### config.mk
export PLATFORM = sky130hd
export DESIGN_NAME = fadr_top
export DESIGN_NICKNAME = d
export VERILOG_FILES = /design/src/common/fadr_pkg.sv /design/src/rtl/fadr_top.sv
export VERILOG_INCLUDE_DIRS = /design/src /design/src/common
export SDC_FILE = /design/constraint.sdc
export NUM_CORES = 1
export LEC_CHECK = 0
export ABC_AREA = 1
export BUFFER_PORTS_ARGS = -buffer_cell sky130_fd_sc_hd__buf_4
export CAP_MARGIN = 20
export CELL_PAD_IN_SITES_DETAIL_PLACEMENT = 0
export CELL_PAD_IN_SITES_GLOBAL_PLACEMENT = 1
export CORE_MARGIN = 2
export CORE_UTILIZATION = 40
export CTS_BUF_LIST = sky130_fd_sc_hd__clkbuf_16
export CTS_CLUSTER_SIZE = 40
export DETAILED_ROUTE_END_ITERATION = 6
export PLACE_DENSITY = 0.74
export SYNTH_ARGS = -nofsm -noshare
export SYNTH_HDL_FRONTEND = slang
export SYNTH_SLANG_ARGS = --single-unit
### constraint.sdc
create_clock -name i_clock -period 6 [get_ports i_clock]
set_clock_uncertainty 0.15 [all_clocks]
set_input_delay 1.2 -clock i_clock [delete_from_list [all_inputs] [get_ports i_clock]]
set_output_delay 1.2 -clock i_clock [all_outputs]
set_load 0.01 [all_outputs]
### src/common/fadr_map.svh
`ifndef FADR_MAP_SVH
`define FADR_MAP_SVH
// register byte offsets
`define FADR_CTRL_OFS 12'h000
`define FADR_STATUS_OFS 12'h004
`define FADR_COUNT_OFS 12'h008
`define FADR_RESLO_OFS 12'h00c
`define FADR_RESHI_OFS 12'h010
// control field positions and reset value
`define FADR_CTRL_EN_BIT 0
`define FADR_CTRL_RST 32'h0000_0001
// status field positions
`define FADR_ST_OVF_BIT 0
`define FADR_ST_B96_BIT 1
`define FADR_ST_INC_BIT 2
`define FADR_ST_VLD_BIT 3
// datapath figures
`define FADR_SEC_W 9
`define FADR_LAST_W 7
`define FADR_SECTIONS 11
`define FADR_COEF_W 97
`define FADR_EXP_BIAS 11'h400
`define FADR_EXP_NEG_ONE 11'h7fe
// cycles from accepted start to written result
`define FADR_LATENCY 2
`endif

### src/common/fadr_pkg.sv
package fadr_pkg;
  // operands as they leave alignment
  typedef struct packed {
    logic [95:0] ref_coef;
    logic [95:0] shf_coef;
    logic ref_sign;
    logic shf_sign;
    logic [10:0] exponent;
  } fadr_op_t;
  // first-stage partial sum
  typedef struct packed {
    logic [96:0] bit_en;
    logic [96:0] bit_br;
    logic [21:0] grp_en;
    logic [21:0] grp_br;
    logic [10:0] sec_en;
    logic [10:0] sec_br;
  } fadr_psum_t;
  // output sample controls
  typedef struct packed {
    logic upper;
    logic center;
    logic lower;
    logic expo;
    logic dp;
  } fadr_samp_t;
endpackage

### src/rtl/fadr_top.sv
`timescale 1ns/10ps
`include "fadr_map.svh"
module fadr_top import fadr_pkg::*; #(
  parameter int SEC_W = `FADR_SEC_W,
  parameter int LAST_W = `FADR_LAST_W,
  parameter int SECTIONS = `FADR_SECTIONS
) (
  input wire logic i_clock,
  input wire logic i_rstn,
  input wire logic i_start,
  input wire logic i_special_case,
  input wire logic i_double_precision_select,
  input wire fadr_op_t i_op,
  input wire logic psel,
  input wire logic penable,
  input wire logic pwrite,
  input wire logic [11:0] paddr,
  input wire logic [31:0] pwdata,
  output logic [31:0] prdata,
  output logic pready,
  output logic pslverr,
  output logic [59:0] o_result,
  output logic o_result_valid
);
  // the datapath is wired for exactly this split
  if (SEC_W != 9 || LAST_W != 7 || SECTIONS != 11 ||
      (SECTIONS - 1) * SEC_W + LAST_W != `FADR_COEF_W) begin : g_chk
    $error("fadr_top: section geometry not supported");
  end

  logic [31:0] ctrl;
  logic [31:0] count;
  logic st_ovf, st_b96, st_inc;
  fadr_psum_t psum, next_psum;
  fadr_samp_t samp, next_samp;
  logic op_sign_a, op_sign_b;
  logic [10:0] op_exp;
  logic stage2;
  logic [96:0] opa, opb;
  logic [96:0] carry, sum, coef;
  logic eac, b96, ovf, inc_path;
  logic [47:0] lo_part, up_part, ce_part;
  logic [10:0] exp_inc;
  logic [11:0] exp_field;
  logic [59:0] next_result;
  logic accept;

  // operands widened with sign in bit 96, complemented on entry
  assign opa = ~{i_op.ref_sign, i_op.ref_coef};
  assign opb = ~{i_op.shf_sign, i_op.shf_coef};
  // software can stop the unit from taking new starts
  assign accept = i_start & ctrl[`FADR_CTRL_EN_BIT];

  // first stage: bit, group and section enables and borrows
  always_comb begin
    logic c;
    int b, w;
    c = 1'b0;
    b = 0;
    w = 0;
    next_psum = '0;
    next_psum.bit_en = opa ^ opb;
    next_psum.bit_br = opa & opb;
    for (int s = 0; s < SECTIONS; s++) begin
      b = s * SEC_W;
      w = (s == SECTIONS - 1) ? LAST_W : SEC_W;
      for (int k = 0; k < 2; k++) begin
        next_psum.grp_en[2*s+k] = &next_psum.bit_en[b+3*k +: 3];
        c = 1'b0;
        for (int j = 0; j < 3; j++) begin
          c = next_psum.bit_br[b+3*k+j] | (next_psum.bit_en[b+3*k+j] & c);
        end
        next_psum.grp_br[2*s+k] = c;
      end
      next_psum.sec_en[s] = 1'b1;
      c = 1'b0;
      for (int j = 0; j < SEC_W; j++) begin
        if (j < w) begin
          next_psum.sec_en[s] = next_psum.sec_en[s] & next_psum.bit_en[b+j];
          c = next_psum.bit_br[b+j] | (next_psum.bit_en[b+j] & c);
        end
      end
      next_psum.sec_br[s] = c;
    end
  end

  // sample controls raised only for a clean start
  always_comb begin
    next_samp = '0;
    if (accept && !i_special_case) begin
      next_samp.upper = !i_double_precision_select;
      next_samp.lower = i_double_precision_select;
      next_samp.center = 1'b1;
      next_samp.expo = 1'b1;
      next_samp.dp = i_double_precision_select;
    end
  end

  // partial sum and operation state held for the output period
  always_ff @(posedge i_clock or negedge i_rstn) begin
    if (!i_rstn) begin
      psum <= '0;
      samp <= '0;
      op_sign_a <= 1'b0;
      op_sign_b <= 1'b0;
      op_exp <= 11'h000;
      stage2 <= 1'b0;
    end else begin
      psum <= next_psum;
      samp <= next_samp;
      op_sign_a <= i_op.ref_sign;
      op_sign_b <= i_op.shf_sign;
      op_exp <= i_op.exponent;
      stage2 <= accept;
    end
  end

  // second stage: section carries with end-around, then group and bit carries
  always_comb begin
    logic c, cg1, c6;
    int b, w;
    c = 1'b0;
    cg1 = 1'b0;
    c6 = 1'b0;
    b = 0;
    w = 0;
    for (int s = 0; s < SECTIONS; s++) begin
      c = psum.sec_br[s] | (psum.sec_en[s] & c);
    end
    eac = c;
    carry = '0;
    b96 = 1'b0;
    for (int s = 0; s < SECTIONS; s++) begin
      b = s * SEC_W;
      w = (s == SECTIONS - 1) ? LAST_W : SEC_W;
      cg1 = psum.grp_br[2*s] | (psum.grp_en[2*s] & c);
      c6 = psum.grp_br[2*s+1] | (psum.grp_en[2*s+1] & cg1);
      for (int j = 0; j < SEC_W; j++) begin
        if (j < w) begin
          if (j == 3) c = cg1;
          if (j == 6) c = c6;
          carry[b+j] = c;
          c = psum.bit_br[b+j] | (psum.bit_en[b+j] & c);
        end
      end
      if (s == SECTIONS - 1) b96 = c6;
      c = psum.sec_br[s] | (psum.sec_en[s] & carry[b]);
    end
    sum = psum.bit_en ^ carry;
  end

  // complementing network returns the coefficient to true form
  assign coef = ~sum;

  // overflow: like signs only; positive needs no borrow, negative needs one
  assign ovf = (op_sign_a == op_sign_b) && (op_sign_a ? b96 : !b96);

  // three output regions; ones where not sampled, ANDed like a wired net
  always_comb begin
    lo_part = '1;
    up_part = '1;
    ce_part = '1;
    for (int i = 0; i <= 44; i++) begin
      if (samp.lower) lo_part[i] = ovf ? coef[i+1] : coef[i];
    end
    for (int i = 54; i <= 95; i++) begin
      if (samp.upper) up_part[i-48] = ovf ? coef[i+1] : coef[i];
    end
    if (samp.center) begin
      if (samp.dp && ovf) ce_part[47:45] = coef[48:46];
      else if (ovf) ce_part[5:0] = coef[54:49];
      else if (samp.dp) ce_part[47:45] = coef[47:45];
      else ce_part[5:0] = coef[53:48];
    end
    // coef[0] under shift and coef[96] without shift never reach the output
  end

  // exponent: incrementing path or direct path, then bias, form and sign
  always_comb begin
    logic [10:0] e;
    e = 11'h000;
    inc_path = (op_sign_a == op_sign_b) ? ovf : b96;
    exp_inc = op_exp + {10'h000, ovf};
    if (ovf && op_exp == `FADR_EXP_NEG_ONE) exp_inc = 11'h000;
    e = inc_path ? exp_inc : op_exp;
    e = e ^ `FADR_EXP_BIAS;
    if ((op_sign_a && op_sign_b) || (op_sign_a != op_sign_b && b96)) begin
      exp_field = ~{1'b0, e};
    end else begin
      exp_field = {1'b0, e};
    end
    if (!samp.expo) exp_field = '1;
    next_result = {exp_field, lo_part & up_part & ce_part};
  end

  // destination word and its strobe
  always_ff @(posedge i_clock or negedge i_rstn) begin
    if (!i_rstn) begin
      o_result <= '0;
      o_result_valid <= 1'b0;
    end else begin
      o_result_valid <= stage2;
      if (stage2) o_result <= next_result;
    end
  end

  // status and completion count for software
  always_ff @(posedge i_clock or negedge i_rstn) begin
    if (!i_rstn) begin
      st_ovf <= 1'b0;
      st_b96 <= 1'b0;
      st_inc <= 1'b0;
      count <= '0;
    end else if (stage2) begin
      st_ovf <= ovf;
      st_b96 <= b96;
      st_inc <= inc_path;
      count <= count + 32'h0000_0001;
    end
  end

  // apb slave: one wait state so read data leaves a flip-flop
  always_ff @(posedge i_clock or negedge i_rstn) begin
    if (!i_rstn) begin
      pready <= 1'b0;
      pslverr <= 1'b0;
      prdata <= '0;
      ctrl <= `FADR_CTRL_RST;
    end else begin
      pready <= psel & penable & !pready;
      if (psel && penable && !pready) begin
        pslverr <= 1'b0;
        prdata <= '0;
        unique case (paddr)
          `FADR_CTRL_OFS: prdata <= ctrl;
          `FADR_STATUS_OFS: prdata <= {28'h0000000, o_result_valid, st_inc, st_b96, st_ovf};
          `FADR_COUNT_OFS: prdata <= count;
          `FADR_RESLO_OFS: prdata <= o_result[31:0];
          `FADR_RESHI_OFS: prdata <= {4'h0, o_result[59:32]};
          default: pslverr <= 1'b1;
        endcase
      end
      // write lands only at the completing edge
      if (psel && penable && pready && pwrite && paddr == `FADR_CTRL_OFS) begin
        ctrl <= {31'h00000000, pwdata[`FADR_CTRL_EN_BIT]};
      end
    end
  end

  // per-section partial sum against its own bits; the last section is narrow
  // so its enable covers seven bits only
  for (genvar s = 0; s < SECTIONS; s++) begin : g_sec_chk
    localparam int SW = (s == SECTIONS - 1) ? LAST_W : SEC_W;

  end
endmodule

== Yosys cells after proc, flatten, opt, wreduce, memory -nomap -nowiden ==
Cells that the tools add are included.
Cells by class
  $mul: 0
  eq/ne operators: 7
  reductions and logical operators: 40
  shift-type cells: 0
  magnitude comparators: 0
  $add $sub $neg: 2
  bitwise logic cells: 527
  divide/modulo/power cells: 0
  muxes and demuxes: 191
Operators with widths (count)
  AND 1 bit: 303
  inverter 97 bit: 3
  bitwise OR 1 bit: 214
  bitwise XOR 97 bit: 2
  2-to-1 mux 1 bit: 177
  one-hot mux 32 bit (5 select lines): 1
  AND 97 bit: 1
  AND 48 bit: 2
  AND reduction 3 bit: 22
  adder 32 x 1 -> 32 bit (second input constant): 1
  == test 12 x 4 -> 1 bit (second input constant): 2
  2-to-1 mux 12 bit: 2
  2-to-1 mux 6 bit: 4
  2-to-1 mux 11 bit: 2
  == test 12 x 3 -> 1 bit (second input constant): 1
  == test 12 x 5 -> 1 bit (second input constant): 1
  zero test 12 bit: 1
  2-to-1 mux 3 bit: 4
  inverter 11 -> 12 bit: 1
  adder 11 x 1 -> 11 bit: 1
  == test 11 bit (second input constant): 1
  logical AND 1 bit: 11
  2-to-1 mux 5 bit: 1
  OR reduction 5 bit: 1
  other kinds (5): 8
Word-level totals
  memory bits (writable): 0
  memories kept: 0
  register bits after elaboration: 408
  latch bits: 0
  output and inout bits: 95
  memory bits (read-only): 0

== Logic depth before layout (Yosys ltp) ==
  depth in word-level cells: 54
  depth in mapped cells: 61
  depth with buffers taken out: 60

== Worst setup path after synthesis ==
No wires, ideal clock.
  kind: flip-flop to flip-flop
  from: register psum[12] (netlist name)
  to: register o_result[58]
  period minus slack after synthesis: 4.654 ns
  arrival time: 4.386 ns
  cell stages (with the launch flop): 62
  path slack: 1.346 ns
  library setup time: 0.118 ns
  cell sequence: dfrtp_1 -> nand2_1 -> nand2_1 -> nand2_1 -> nand2_1 -> nand2_1 -> nand2_1 -> nand2_1 -> nand2_1 -> nand2_1 -> nand2_1 -> nand2_1 -> nand2_1 -> nand2_1 -> nand2_1 -> nand2_1 -> nand2_1 -> nand2_1 -> [... 26 more ...] -> nand2_4 -> nand2_2 -> nand3_4 -> inv_2 -> buf_2 -> ha_1 -> ha_1 -> inv_1 -> nor2_1 -> nand3_1 -> nor2_1 -> nand3_1 -> xor2_1 -> nand3_1 -> nand2_1 -> nand2_1 -> nand3_1 -> nand2_1
On the way
  cells in the longest elaborated chain, start to end: 54
  elaborated cells between the ends (all ways): 58
  those cells by class: 1 x add/sub; 6 x mux; 46 x bitwise; 5 x reduce/logical
Ends and longest elaborated chain
  from (decl): RTL line fadr_top.sv:34  | fadr_psum_t psum, next_psum;
  from (signal assigned): RTL line fadr_top.sv:109  | psum <= next_psum;
  AND 1 bit: RTL line fadr_top.sv:128  | c = psum.sec_br[s] | (psum.sec_en[s] & c);
  bitwise OR 1 bit: RTL line fadr_top.sv:128
  AND 1 bit: RTL line fadr_top.sv:128
  bitwise OR 1 bit: RTL line fadr_top.sv:128
  AND 1 bit: RTL line fadr_top.sv:128
  bitwise OR 1 bit: RTL line fadr_top.sv:128
  AND 1 bit: RTL line fadr_top.sv:128
  bitwise OR 1 bit: RTL line fadr_top.sv:128
  [... 39 more ...]
  named net ovf: RTL line fadr_top.sv:41  | logic eac, b96, ovf, inc_path;
  adder 11 x 1 -> 11 bit / logical AND 1 bit (equally long branches)
  2-to-1 mux 11 bit: RTL line fadr_top.sv:184  | if (ovf && op_exp == `FADR_EXP_NEG_ONE) exp_inc = 11'h000;
  2-to-1 mux 11 bit (*): RTL line fadr_top.sv:185  | e = inc_path ? exp_inc : op_exp;
  inverter 1 bit (no source line) (*)
  inverter 11 -> 12 bit: RTL line fadr_top.sv:188  | exp_field = ~{1'b0, e};
  2-to-1 mux 12 bit (*): RTL line fadr_top.sv:187  | if ((op_sign_a && op_sign_b) || (op_sign_a != op_sign_b && b96)) begin
  2-to-1 mux 12 bit (*): RTL line fadr_top.sv:192  | if (!samp.expo) exp_field = '1;
  to (signal assigned): RTL line fadr_top.sv:203  | if (stage2) o_result <= next_result;
  to (decl): RTL line fadr_top.sv:22  | output logic [59:0] o_result,
Mark *: on every way through the listed nets, which the timed path passes. The rest lies on a longest branch.
A chain may end at the register's enable or synchronous reset.

== Worst setup path after layout ==
  from: register psum[12] (netlist name)
  to: register o_result[58]
On the way
  cells in the longest elaborated chain, start to end: 54
  elaborated cells between the ends (all ways): 58
  those cells by class: 1 x add/sub; 6 x mux; 46 x bitwise; 5 x reduce/logical
Ends and longest elaborated chain
  AND 1 bit: RTL line fadr_top.sv:128
  bitwise OR 1 bit: RTL line fadr_top.sv:128
  AND 1 bit: RTL line fadr_top.sv:128
  bitwise OR 1 bit: RTL line fadr_top.sv:128
  AND 1 bit: RTL line fadr_top.sv:128
  bitwise OR 1 bit: RTL line fadr_top.sv:128
  AND 1 bit: RTL line fadr_top.sv:128
  bitwise OR 1 bit: RTL line fadr_top.sv:128
  [... 38 more ...]
  logical AND 1 bit: RTL line fadr_top.sv:156  | assign ovf = (op_sign_a == op_sign_b) && (op_sign_a ? b96 : !b96);
  adder 11 x 1 -> 11 bit / logical AND 1 bit (equally long branches)
  2-to-1 mux 11 bit: RTL line fadr_top.sv:184
  2-to-1 mux 11 bit: RTL line fadr_top.sv:185
  inverter 1 bit (no source line)
  inverter 11 -> 12 bit: RTL line fadr_top.sv:188
  2-to-1 mux 12 bit (*): RTL line fadr_top.sv:187
  2-to-1 mux 12 bit (*): RTL line fadr_top.sv:192
Every way passes the cells marked *; elsewhere a longest branch is shown, timed or not.

==> qor.txt <==
Outcome - completed
Initial antenna violation count - 0
Hold endpoint - count[31]
Slew Limit Fails - 0
Port Buffer Count - 320
CTS Buffer Depth - 3
Detail Route Antenna Nets - 0
Area Overhead vs Synth - 22.61%
CP max FO - 3
Sequential Power Share - 44.8%
NetSw - 1.643 mW
Global placement routability congestion - 0.8335
Flop2flop setup slack - 0.63 ns
Final hold violations - 0
Cell area after synthesis - 18,710 um^2
Final min period - 5.374 ns
Most frequent cells in the layout - inv_1, dfrtp_1, buf_4
Share of cells above drive strength 1 - 19.13%
Postcts setup bufs - 0
Vias in the first global route - 14,534
Flops & latches, synth - 375
Total of max-cap violations - 0
CTS Root Cell - clkbuf_16
GRT Total Usage - 22.01%
CP top delay family - simple AND/OR/NAND/NOR gates
Core Rows - 79
LEAKAGE - 12.31 nW
Post-synthesis cell count - 2,035
Top Ports - 352
Syn_nets - 2,457
CP arrival - 5.68 ns
Crit end category - register
Post-synthesis cell type count - 42
Worst-path clk slew - 0.06 ns
Pwr dens - 263.9 nW/um^2
Die Area - 48,510 um^2
Crit Reg-Reg Startpoint - psum[12]
Filler cells - 4,395
WP depth - 59
Die Ht - 220.3 um
Die Wd - 220.3 um
Hold Buf Count CTS - 0
Cell taking the most area after synthesis - dfrtp_1
Sequential-to-total area share from yosys stat - 50.17%
Via count - 14,529
Metal2 WL - 24,600 um
Wl on met1 - 23,290 um
Worst R2R End - o_result[58]
Commonest non-fill, non-tap cell in the layout - inv_1
Final nets - 2,771
Residual DRC - 0
Top-area cell type share of the netlist area - 50.03%
Startpoint types - register
Overflow left after global routing - 0
Reg2Reg Depth - 59
Wire length on met3 - 2778 um
N_diodes - 0
First-pass GRT wire length - 80,820 um
Worst Hold Depth - 1
Worst skew pair latency - 0.57 ns
Vias per cell - 4.866
Unrepaired setup endpoints after global routing - yes
Drt pass-1 iters - 5
Sw frac - 27.14%
Final wirelength - 52,260 um
HPWL Detailed - 40,710 um
Hold Path Origin - count[31]
Min-delay worst type - register to register
CTS tree - yes
H-tree depth - 2
Largest net degree at the start of global routing - 166
CP max stage delay - 0.35 ns
Most numerous cell on the critical path - nand2_1
Drt wl/cell - 17.50 um
Largest cells by area after synthesis - dfrtp_1, ha_1, inv_1, nand2_1, nand3_1
DR iter-0 viols - 815
CORE AREA - 46,360 um^2
TritonCTS Buffers - 40
Slowest CP cell - dfrtp_1
Starting Density - 40.35%
Internal power - 4.410 mW
Final Cycle Share - 89.57%
CP Class - register to register
Buf/Inv on CP - 2
Synth Area per Inst - 9.192 um^2
Total power - 6.052 mW
Final Setup Violations - 0
Clk pwr share - 39.3%
Worst path required time - 6.30 ns
Uppermost routed layer - met4
Max Clock Freq - 186.1 MHz
Worst-margin pin slew - 0.9102 ns
Worst slew margin - 39.26%
Finished Core Util - 49.48%
Worst vdd ir - 0.1801 mV
Clk sink count - 375
Comb power frac - 16.0%
Synth Warn # - 0
==> synth_stat cells <==
master	count
nor4_1	8
o22ai_1	28
nor4b_1	2
clkinv_1	2
nand2_4	3
o221ai_1	2
a211o_1	1
o211ai_1	59
buf_2	10
a211oi_1	2
xnor2_1	8
buf_6	10
o21ai_1	55
a22o_1	3
a21o_1	20
nand2_2	13
nand2_1	319
nand3_4	1
dfstp_2	1
buf_1	6
xor2_1	62
a21oi_1	87
or2_2	32
dfrtp_1	374
a41oi_1	1
nor3b_1	1
nand3_1	161
nand3_2	8
a31oi_1	1
inv_2	3
clkbuf_1	31
nor3_1	16
nand4_1	19
nor2_1	75
buf_8	1
o21ai_0	38
and3_1	8
ha_1	165
buf_4	6
o31ai_1	2
inv_1	390
mux2_2	1
==> through the flow <==
step | hold slack (ns) | setup WS [ns] | instances | cell area (um^2) | setup TNS, ns
after global placement | 0.3156 | 0.4628 | 2914 | 21680 | 0
after detailed placement | 0.3147 | 0.4128 | 2914 | 21680 | 0
after CTS | 0.3242 | 0.3869 | 2986 | 22920 | 0
after global routing | 0.3522 | -0.07097 | 2986 | 22940 | -0.07097
final | 0.3208 | 0.6261 | 2986 | 22940 | 0
after floorplan | 0.2019 | 1.346 | 2035 | 18710 | 0
==> worst reg2reg max path: cells and delay by family (launching register included) <==
family / cells / cell delay (ns)
and+or+nand+nor: 54 / 4.12
buffers and inverters: 2 / 0.13
adders and majority gates: 2 / 0.37
xor gates and xnor gates: 1 / 0.15
DFF: 1 / 0.35
==> metal layers <==
layer  global-route usage [%]  up-vias
li1                         -     7185
met2                    35.86      400
met5                        0        -
met1                    30.30     6871
met4                    7.785        0
met3                    2.777       73
==> how the worst max path moves through the flow <==
stage,startpoint,end,slack (ns)
floorplan,psum[12],o_result[58],1.35
global placement,psum[0],o_result[58],0.46
detailed placement,psum[12],o_result[58],0.41
CTS,psum[0],o_result[58],0.39
global route,psum[12],o_result[58],-0.07
finish,psum[12],o_result[58],0.63
==> repair_timing <==
item | in CTS | in global routing
setup endpoints to repair | 0 | 10
resized for setup | 0 | 4
hold endpoints to repair | 0 | 0
==> cell families (layout without fill, tap and decap cells) <==
| group | after synthesis | in the layout | synth area share (%) |
|---|---|---|---|
| AO/OA/AOI/OAI | 299 | 299 | 9.444 |
| XOR/XNOR | 70 | 70 | 3.277 |
| adder cells (fa/ha/maj) | 165 | 165 | 11.04 |
| buffers and inverters | 459 | 803 | 9.859 |
| flip-flops | 375 | 375 | 50.17 |
| multiplexers | 1 | 1 | 0.06019 |
| AND/OR/NAND/NOR | 666 | 666 | 16.15 |
==> registers in the layout, summed over array words and instances, names as in the netlist <==
name and cells:
op_exp 11, st_inc 1, op_sign_a 1, prdata 32, st_b96 1, samp 3
o_result 60, st_ovf 1, stage2 1, ctrl 1, pready 1, count 32
op_sign_b 1, o_result_valid 1, pslverr 1, psum 227
==> power groups by stage <==
stage / combinational [mW] / sequential (mW) / clock, mW
2_1_floorplan: 0.558 / 2.74 / 0
3_3_place_gp: 0.976 / 2.75 / 0
3_5_place_dp: 0.982 / 2.75 / 0
4_1_cts: 0.989 / 2.71 / 2.44
5_1_grt: 1.10 / 2.72 / 2.54
6_report: 0.967 / 2.71 / 2.38
==> area by class of cell <==
class	count	area [um^2]	share of cell area (%)
Timing Repair Buffer	336	2567	11.19
Clock buffer	41	1026	4.473
Clock inverter	31	221.5	0.9656
Multi-Input combinational cell	1201	7490	32.66
Tap cell	607	759.5	3.311
Inverter	395	1483	6.464
Sequential cell	375	9389	40.94
(Power assumes the default switching activity.)
